==> config.mk <==
export PLATFORM = sky130hd
export DESIGN_NAME = power_mode_controller
export DESIGN_NICKNAME = d
export VERILOG_FILES = /design/src/pmc_pkg.sv /design/src/pmc_clk_if.sv /design/src/power_mode_controller.sv /design/src/pmc_clk_div.sv
export SDC_FILE = /design/constraint.sdc
export NUM_CORES = 1
export LEC_CHECK = 0
export ABC_AREA = 1
export ABC_CLOCK_PERIOD_IN_PS = 2500
export BUFFER_PORTS_ARGS = -buffer_cell sky130_fd_sc_hd__buf_4
export CAP_MARGIN = 20
export CORE_MARGIN = 4
export CORE_UTILIZATION = 45
export CTS_CLUSTER_SIZE = 20
export DETAILED_ROUTE_END_ITERATION = 10
export GPL_ROUTABILITY_DRIVEN = 0
export PLACE_DENSITY_LB_ADDON = 0.1
export SYNTH_ARGS = -nofsm -noshare
export SYNTH_HDL_FRONTEND = slang
export SYNTH_SLANG_ARGS = --single-unit
==> constraint.sdc <==
create_clock -name ref_clk -period 2.5 [get_ports ref_clk]
set_clock_uncertainty 0.15 [all_clocks]
set_input_delay 0 -clock ref_clk [delete_from_list [all_inputs] [get_ports ref_clk]]
set_output_delay 0 -clock ref_clk [all_outputs]
set_load 0.05 [all_outputs]
==> src/pmc_pkg.sv <==
/*
 * Shared constants and types of the power mode controller.
 * Assumes a single 100 MHz clock; no register bus is present.
 */
package pmc_pkg;

    // ------------------------------------------------------------------
    // Modes and fields
    // ------------------------------------------------------------------
    typedef enum logic [2:0] {
        MODE_RUN         = 3'h0,
        MODE_SLOW        = 3'h1,
        MODE_WAIT        = 3'h2,
        MODE_SLOW_WAIT   = 3'h3,
        MODE_ACTIVE_HALT = 3'h4,
        MODE_HALT        = 3'h5,
        MODE_STABILIZE   = 3'h6
    } power_mode_t;

    localparam logic [1:0]  ILEVEL_WAKE     = 2'h2;
    localparam logic [1:0]  ILEVEL_RESET    = 2'h3;
    localparam int          DIV_SEL_W       = 2;
    localparam int          DIV_CNT_W       = 4;
    localparam int          STAB_CNT_W      = 13;
    localparam int          STAB_SHORT_CYC  = 256;
    localparam int          STAB_LONG_CYC   = 4096;
    localparam logic [1:0]  RST_SYNC_INIT   = 2'h0;

endpackage : pmc_pkg

==> src/pmc_clk_if.sv <==
/*
 * Clock enable bundle between the sequencer and its divider.
 * Assumes both ends run on ref_clk.
 */
`timescale 1ns/1ns
interface pmc_clk_if;
    import pmc_pkg::*;

    logic                  slow_on;
    logic [DIV_SEL_W-1:0]  div_sel;
    logic                  tick;

    modport ctrl (output slow_on, output div_sel, input  tick);
    modport div  (input  slow_on, input  div_sel, output tick);
endinterface : pmc_clk_if

==> src/power_mode_controller.sv <==
/*
 * Power mode sequencer: RUN, SLOW, WAIT, SLOW-WAIT, ACTIVE-HALT, HALT,
 * clock enables, interrupt level forcing and oscillator restart delay.
 * Assumes the CPU pulses the wait and halt instructions, and the
 * interrupt controller reports pending and wake-capable requests.
 */
// Operation
// - After reset enter RUN mode with master clock at full rate.
// - Slow mode uses one enable bit plus a two-bit divider select.
// - Slow mode divides the master clock by 2, 4, 8 or 16.
// - Wait entered during slow mode gives slow-wait with divided peripherals.
// - Wait instruction stops only the CPU clock.
// - On wait entry the interrupt level bits are forced to 10.
// - Wait ends on any interrupt or reset, then service resumes.
// - Interrupt service pushes level bits; priority loaded; popped on return.
// - Halt instruction gives halt if oscillator enable is 0, else active-halt.
// - Active-halt keeps only oscillator and timebase counter running.
// - Active-halt exits on timebase, wake interrupt or reset, without delay.
// - Active-halt exit applies no stabilization delay, not even after reset.
// - Halt entry forces level bits to 10; pending interrupt wakes at once.
// - Active-halt with oscillator enable set gives no watchdog reset.
// - Halt stops the oscillator, CPU and all peripherals.
// - Halt exit restarts oscillator and waits 256 or 4096 cycles.
// - Halt with watchdog on may reset, per the watchdog halt option.
`timescale 1ns/1ns
module power_mode_controller
    import pmc_pkg::*;
(
    input  wire logic                  ref_clk,
    input  wire logic                  rstn,
    input  wire logic                  slow_mode_select,
    input  wire logic [DIV_SEL_W-1:0]  slow_divider_select,
    input  wire logic                  oscillator_interrupt_enable,
    input  wire logic                  watchdog_halt_option,
    input  wire logic                  watchdog_enabled,
    input  wire logic                  stab_long_select,
    input  wire logic                  wait_for_interrupt_instr,
    input  wire logic                  halt_instr,
    input  wire logic                  irq_pending,
    input  wire logic                  irq_wake_capable,
    input  wire logic                  timebase_irq,
    input  wire logic                  irq_accept,
    input  wire logic [1:0]            irq_priority,
    input  wire logic                  iret_pop,
    input  wire logic [1:0]            popped_level,
    input  wire logic                  level_write,
    input  wire logic [1:0]            level_wdata,
    output logic                       cpu_clk_en,
    output logic                       periph_clk_en,
    output logic                       timebase_clk_en,
    output logic                       osc_enable,
    output logic [1:0]                 condition_code_reg,
    output logic                       push_level,
    output logic [1:0]                 pushed_level,
    output logic                       service_start,
    output logic                       reset_vector_fetch,
    output logic                       watchdog_halt_reset,
    output logic [2:0]                 power_mode
);

    // ------------------------------------------------------------------
    // Reset release
    // ------------------------------------------------------------------
    logic [1:0]  rst_sync_r;
    logic        rst_n;

    always_ff @(posedge ref_clk or negedge rstn) begin
        if (!rstn) begin
            rst_sync_r <= RST_SYNC_INIT;
        end else begin
            rst_sync_r <= {rst_sync_r[0], 1'b1};
        end
    end
    assign rst_n = rst_sync_r[1];

    // ------------------------------------------------------------------
    // Clock divider
    // ------------------------------------------------------------------
    pmc_clk_if cif ();

    assign cif.slow_on = slow_mode_select;
    assign cif.div_sel = slow_divider_select;

    pmc_clk_div u_div (
        .ref_clk (ref_clk),
        .rst_n   (rst_n),
        .cif     (cif)
    );

    // ------------------------------------------------------------------
    // Decoding
    // ------------------------------------------------------------------
    power_mode_t                mode_r;
    power_mode_t                mode_nxt;
    logic [STAB_CNT_W-1:0]      stab_cnt_r;
    logic [STAB_CNT_W-1:0]      stab_len;
    logic                       stab_done;
    logic                       halt_ok;
    logic                       wdg_trip;
    logic                       ah_wake;
    logic                       h_wake;
    logic [1:0]                 level_r;
    logic [1:0]                 level_nxt;
    logic                       enter_low;

    assign stab_len = stab_long_select ? STAB_CNT_W'(STAB_LONG_CYC - 1)
                                       : STAB_CNT_W'(STAB_SHORT_CYC - 1);
    assign stab_done = (stab_cnt_r == stab_len);

    // Watchdog reset on halt only without the oscillator interrupt.
    assign wdg_trip = watchdog_enabled && !watchdog_halt_option
                      && !oscillator_interrupt_enable;
    assign halt_ok  = halt_instr && !wdg_trip;

    assign ah_wake = timebase_irq || irq_wake_capable || irq_pending;
    assign h_wake  = irq_wake_capable || irq_pending;

    assign enter_low = (mode_r == MODE_RUN || mode_r == MODE_SLOW)
                       && (wait_for_interrupt_instr || halt_ok);

    // ------------------------------------------------------------------
    // Mode sequencing
    // ------------------------------------------------------------------
    always_comb begin
        mode_nxt = mode_r;
        unique case (mode_r)
            MODE_RUN, MODE_SLOW: begin
                if (halt_ok) begin
                    mode_nxt = oscillator_interrupt_enable
                               ? MODE_ACTIVE_HALT : MODE_HALT;
                end else if (wait_for_interrupt_instr) begin
                    mode_nxt = slow_mode_select
                               ? MODE_SLOW_WAIT : MODE_WAIT;
                end else begin
                    mode_nxt = slow_mode_select ? MODE_SLOW : MODE_RUN;
                end
            end
            MODE_WAIT, MODE_SLOW_WAIT: begin
                if (irq_pending) begin
                    mode_nxt = slow_mode_select ? MODE_SLOW : MODE_RUN;
                end
            end
            MODE_ACTIVE_HALT: begin
                if (ah_wake) begin
                    mode_nxt = slow_mode_select ? MODE_SLOW : MODE_RUN;
                end
            end
            MODE_HALT: begin
                if (h_wake) begin
                    mode_nxt = MODE_STABILIZE;
                end
            end
            MODE_STABILIZE: begin
                if (stab_done) begin
                    mode_nxt = slow_mode_select ? MODE_SLOW : MODE_RUN;
                end
            end
            default: begin
                mode_nxt = MODE_RUN;
            end
        endcase
    end

    always_ff @(posedge ref_clk or negedge rst_n) begin
        if (!rst_n) begin
            mode_r <= MODE_RUN;
        end else begin
            mode_r <= mode_nxt;
        end
    end

    always_ff @(posedge ref_clk or negedge rst_n) begin
        if (!rst_n) begin
            stab_cnt_r <= '0;
        end else if (mode_r == MODE_STABILIZE) begin
            stab_cnt_r <= stab_cnt_r + 13'h1;
        end else begin
            stab_cnt_r <= '0;
        end
    end

    // ------------------------------------------------------------------
    // Interrupt level bits
    // ------------------------------------------------------------------
    // Low power entry outranks any other update in the same cycle.
    always_comb begin
        level_nxt = level_r;
        if (enter_low) begin
            level_nxt = ILEVEL_WAKE;
        end else if (irq_accept) begin
            level_nxt = irq_priority;
        end else if (iret_pop) begin
            level_nxt = popped_level;
        end else if (level_write) begin
            level_nxt = level_wdata;
        end
    end

    always_ff @(posedge ref_clk or negedge rst_n) begin
        if (!rst_n) begin
            level_r <= ILEVEL_RESET;
        end else begin
            level_r <= level_nxt;
        end
    end

    // ------------------------------------------------------------------
    // Registered outputs
    // ------------------------------------------------------------------
    logic  wake_srv;
    logic  cpu_run;
    logic  per_run;

    assign wake_srv = mode_r != MODE_RUN && mode_r != MODE_SLOW
                      && (mode_nxt == MODE_RUN || mode_nxt == MODE_SLOW);
    assign cpu_run  = mode_nxt == MODE_RUN || mode_nxt == MODE_SLOW;
    assign per_run  = cpu_run || mode_nxt == MODE_WAIT
                      || mode_nxt == MODE_SLOW_WAIT;

    always_ff @(posedge ref_clk or negedge rst_n) begin
        if (!rst_n) begin
            cpu_clk_en          <= 1'b0;
            periph_clk_en       <= 1'b0;
            timebase_clk_en     <= 1'b0;
            osc_enable          <= 1'b1;
            condition_code_reg  <= ILEVEL_RESET;
            push_level          <= 1'b0;
            pushed_level        <= ILEVEL_RESET;
            service_start       <= 1'b0;
            reset_vector_fetch  <= 1'b0;
            watchdog_halt_reset <= 1'b0;
            power_mode          <= MODE_RUN;
        end else begin
            cpu_clk_en          <= cpu_run && cif.tick;
            periph_clk_en       <= per_run && cif.tick;
            timebase_clk_en     <= mode_nxt != MODE_HALT;
            osc_enable          <= mode_nxt != MODE_HALT;
            condition_code_reg  <= level_nxt;
            push_level          <= irq_accept;
            pushed_level        <= irq_accept ? level_r : pushed_level;
            service_start       <= wake_srv;
            reset_vector_fetch  <= !reset_vector_fetch && mode_r == MODE_RUN
                                   && power_mode == MODE_RUN
                                   && !service_start && 1'b0;
            watchdog_halt_reset <= halt_instr && wdg_trip && enter_low == 1'b0
                                   && (mode_r == MODE_RUN
                                       || mode_r == MODE_SLOW);
            power_mode          <= mode_nxt;
        end
    end

endmodule : power_mode_controller

==> src/pmc_clk_div.sv <==
/*
 * Master clock enable divider: full rate, or divided by 2, 4, 8 or 16.
 * Assumes an asynchronous active-low reset already released cleanly.
 */
`timescale 1ns/1ns
module pmc_clk_div
    import pmc_pkg::*;
(
    input  wire logic  ref_clk,
    input  wire logic  rst_n,
    pmc_clk_if.div     cif
);

    logic [DIV_CNT_W-1:0]  cnt_r;
    logic [DIV_CNT_W-1:0]  mask;

    // Select 0..3 gives masks 1, 3, 7, 15: divide by 2, 4, 8, 16.
    assign mask = DIV_CNT_W'((5'h2 << cif.div_sel) - 5'h1);

    assign cif.tick = !cif.slow_on || ((cnt_r & mask) == mask);

    always_ff @(posedge ref_clk or negedge rst_n) begin
        if (!rst_n) begin
            cnt_r <= '0;
        end else begin
            cnt_r <= cnt_r + 4'h1;
        end
    end

endmodule : pmc_clk_div

# Word-level counts from Yosys, hierarchy flattened
# Index checks and enable logic that the tools add are counted.
# word_totals
ff_bits	33
input_bits	23
output_inout_bits	15
# op_classes
addsub	3
n_eq_ne	13
shift	1
n_mux	16
bitwise	2
reduce_logical	30
# op_table
cell	count
3-bit 2-to-1 mux	5
3-bit one-hot mux with 5 select lines	1
13-bit by 1-bit adder with 13-bit output, second input constant	1
13-bit by 12-bit equality test with 1-bit output	1
13-bit 2-to-1 mux	1
3-bit by 2-bit equality test with 1-bit output, second input constant	4
12-bit 2-to-1 mux	1
1-bit logical AND	11
2-bit 2-to-1 mux	5
3-bit equality test, second input constant	3
1-bit logical OR	9
3-bit by 1-bit equality test with 1-bit output, second input constant	2
3-bit logical NOT	2
4-bit by 1-bit adder with 4-bit output, second input constant	1
4-bit AND	1
4-bit equality test	1
1-bit logical NOT	4
4-bit nonzero test	1
2-bit OR reduction	2
2-bit by 2-bit left shift with 4-bit output, first input constant	1
4-bit by 1-bit subtractor with 4-bit output, second input constant	1
1-bit 2-to-1 mux	3
3-bit by 1-bit != test with 1-bit output, second input constant	1
3-bit != test, second input constant	1
other kinds (2)	2

# Longest topological paths before layout
# depth
word_depth	12
depth_mapped	9
mapped_depth_nobuf	9

# Cells and area by module
# A second synthesis with hierarchy kept.
# hier_totals
hier_cells	187
area_unflattened_um2	1582.8
# modules_own_cells
module	instances	cells_each	area_each_um2	seq_area_each_um2
power_mode_controller	1	170	1411.4	732.0
pmc_clk_div	1	17	171.4	100.1

# Worst setup path before layout
# OpenSTA, ideal clock, no wires.
# synth_path
path_type	reg-to-reg
startpoint	reg power_mode[0] (netlist name)
endpoint	reg timebase_clk_en
t_arrival_ns	1.375
path_slack_ns	0.837
stages_incl_launch_ff	7
n_path_buf	1
period_less_slack_ns	1.663
path_cell_list	dfrtp_1 -> inv_1 -> nand3_2 -> inv_1 -> buf_4 -> a21oi_1 -> nand3_1
# synth_rtl
element	line	rtl
to (signal assigned)	power_mode_controller.sv:224	timebase_clk_en <= 1'b0;
to (signal assigned)	power_mode_controller.sv:236	timebase_clk_en <= mode_nxt != MODE_HALT;
to (decl)	power_mode_controller.sv:50	output logic timebase_clk_en,

==> reports/metrics.csv <==
stage,metric,value,unit
run_status,status,completed,
setup_path,rrSetupSlack,0.18,ns
drt,vias,1416,
sta,fmax,430,MHz
floorplan,fp.dieH,67.9,µm
final_layout,num-fill-cells,298,
cts,post_cts_buffers,0,
cts,cts_buffers,5,
floorplan,start_util,47.7,%
cts,cts.sinks,33,
sta,fin_crit_sh,93.0,%
cts,root_buffer,clkbuf_4,
setup_path,cp-end-kind,flop,
cts,clk_path_buf_depth,2,
final_layout,reg.largest.list,"stab_cnt_r: 13 flops, u_div.cnt_r: 4 flops, power_mode: 3 flops",
setup_path,critPathMaxFanout,8,
drt,wl_per_cell,11.5,µm
yosys,syn_inst,198,
grt,grt_pass1_vias,1345,
cts,cts.reportedPaths.clkPinSlew,0.10,ns
drt,drt_iter0_drc,66,
final_layout,largest_reg_flops,13,
pwr,finalPower,1780,µW
pwr,p_per_area,816,nW/µm²
place,dp_hpwl,2.54,mm
setup_path,r2r-end,power_mode[0]$_DFF_PN0_,
setup_path,worstRegToRegCells,5,
floorplan,die_area,4610,µm²
drt,drtPass1Iterations,4,
grt,grtUsageTotal,17.9,%
place,port_buffers,36,
drt,wl,3.51,mm
sta,setup_viol,0,
drt,avgViaCountPerCell,4.63,
sta,finalSetupTns,0,ns
setup_path,path_class,flop to flop,
floorplan,core.rowCount,21,
drt,drtAntennaViolNets,0,
drt,drc,0,
sta,min_period,2.32,ns
setup_path,arrival,2.45,ns
final_layout,drive_gt1_share,23.8,%
yosys,synth_seq_area_share,51.5,%
yosys,yosys_warnings,0,
hold_path,hp-class,flop to async pin,
final_layout,antenna_cells,0,
floorplan,die_w,67.9,µm
setup_path,r2r_start,power_mode[2]$_DFF_PN0_,
sta,slew_viol_final,0,
pwr,leakage,0.00110,µW
cts,clock_latency,0.33,ns
cts,cts_tree,done,
yosys,avgSynthCellArea,8.16,µm²
yosys,synth_fp_nets,223,
setup_path,cp-start-kind,flop,
cts,htree_levels,2,
floorplan,io_pins,38,
grt,grt_max_degree,21,
final_layout,fin_nets,284,
job,cap_violations,0,
final_layout,regMostFlops,stab_cnt_r,
yosys,netlist_area,1620,µm²
yosys,ys_ff_latch,33,
pwr,irDropWorstVdd,0.000656,V
final_layout,syn_to_final_growth,35.4,%
grt,antenna_found_initial,0,
grt,overflow,0,
yosys,synth_cell_type_count,24,
floorplan,core_region_area,3390,µm²
sta,grt_setup_unrepaired,no,
sta,hold_viol,0,
setup_path,required,2.62,ns
grt,grt_pass1_wl,6.04,mm
## cell type report
type,instances,area (µm²),area share [%]
Timing Repair Buffer,56,468,21.4
Sequential cell,33,832,38.0
Clock buffer,8,58.8,2.69
Tap cell,46,57.6,2.63
Multi-Input combinational cell,136,669,30.6
Inverter,27,101,4.63
## layout by cell type, fill, tap and decap left out, drive strengths merged
| master | count |
|---|---|
| inv | 27 |
| clkbuf | 8 |
| nand3 | 16 |
| nand2 | 50 |
| nor2 | 31 |
| nand4 | 1 |
| dlygate4sd3 | 19 |
| conb | 2 |
| dfstp | 5 |
| and3 | 1 |
| a21oi | 12 |
| buf | 37 |
| ha | 2 |
| o31ai | 1 |
| o21bai | 1 |
| a31oi | 1 |
| nor3 | 5 |
| xor2 | 3 |
| o21ai | 10 |
| dfrtp | 28 |
## synth_stat cells
cell / number / area [µm²]
dfstp_2: 5 / 131
nor2_4: 3 / 33.8
and3_1: 1 / 6.26
a21oi_1: 12 / 60.1
nand3_2: 2 / 20.0
nor2_2: 1 / 6.26
nor3_2: 1 / 10.0
dfrtp_1: 28 / 701
conb_1: 2 / 7.51
buf_4: 2 / 15.0
inv_1: 27 / 101
xor2_1: 3 / 26.3
nor3_1: 4 / 20.0
nor2_1: 27 / 101
ha_1: 2 / 25.0
nand2_1: 44 / 165
o21bai_1: 1 / 7.51
nand2_2: 6 / 37.5
a31oi_1: 1 / 6.26
nand4_1: 1 / 6.26
o21ai_0: 9 / 45.0
nand3_1: 14 / 70.1
o21ai_1: 1 / 5.00
o31ai_1: 1 / 7.51
## layer usage
metal  wire length [µm]  vias to the layer above  track usage [%]  share of wire, %
met5                  0                        -                0                 0
met4                115                        0             8.19               3.3
met3                186                       11             5.58               5.3
met2               1520                       39             25.8                43
met1               1690                      623             24.5                48
li1                   -                      743                -                 -
## worst max-delay path by stage
stage / start / to / depth (start not counted)
2_1_floorplan: power_mode[0]$_DFF_PN0_ / timebase_clk_en$_DFF_PN0_ / 6
3_3_place_gp: stab_cnt_r[0]$_DFF_PN0_ / timebase_clk_en$_DFF_PN0_ / 8
3_5_place_dp: stab_cnt_r[0]$_DFF_PN0_ / timebase_clk_en$_DFF_PN0_ / 8
4_1_cts: halt_instr / power_mode[0]$_DFF_PN0_ / 8
5_1_grt: power_mode[2]$_DFF_PN0_ / power_mode[0]$_DFF_PN0_ / 5
6_report: power_mode[2]$_DFF_PN0_ / power_mode[0]$_DFF_PN0_ / 5
## stage by stage
stage               setup slack (ns)  util [%]  instances  area, µm²  hold WS, ns
floorplan                      0.837         -        198       1620       -0.446
global placement               0.931      57.1        279       1940       -0.366
detailed placement             0.856      57.1        279       1940       -0.367
CTS                           0.0542      64.7        307       2190       0.0197
global route                  0.0897      64.5        306       2190       0.0644
finish                         0.175      64.5        306       2190       0.0450
## worst max-delay path, cell delays in order, from the launching register on
cell and delay [ns]:
dfrtp_1 0.50, nor2_2 0.27, nand3_1 0.13, dlygate4sd3_1 0.58, nand3_1 0.10, dlygate4sd3_1 0.55
## kinds of logic after synthesis
kind of cell	count (synthesis)	synth area share, %
fa+ha+maj	2	1.55
flops	33	51.5
xor+xnor	3	1.63
buf+inv	29	7.20
simple gates	104	29.5
compound gates	25	8.13
other cells	2	0.465
## repair_timing
action | in CTS | in global routing
gates resized for setup | 0 | 1
hold buffers | 20 | 0
endpoints found under the setup margin | 0 | 1
endpoints found under the hold margin | 16 | 0
## where the power goes
part / switching, µW / internal, µW / total (µW)
clock: 167 / 139 / 305
combinational: 526 / 253 / 779
sequential: 66.4 / 633 / 700
(Power assumes the default switching activity.)
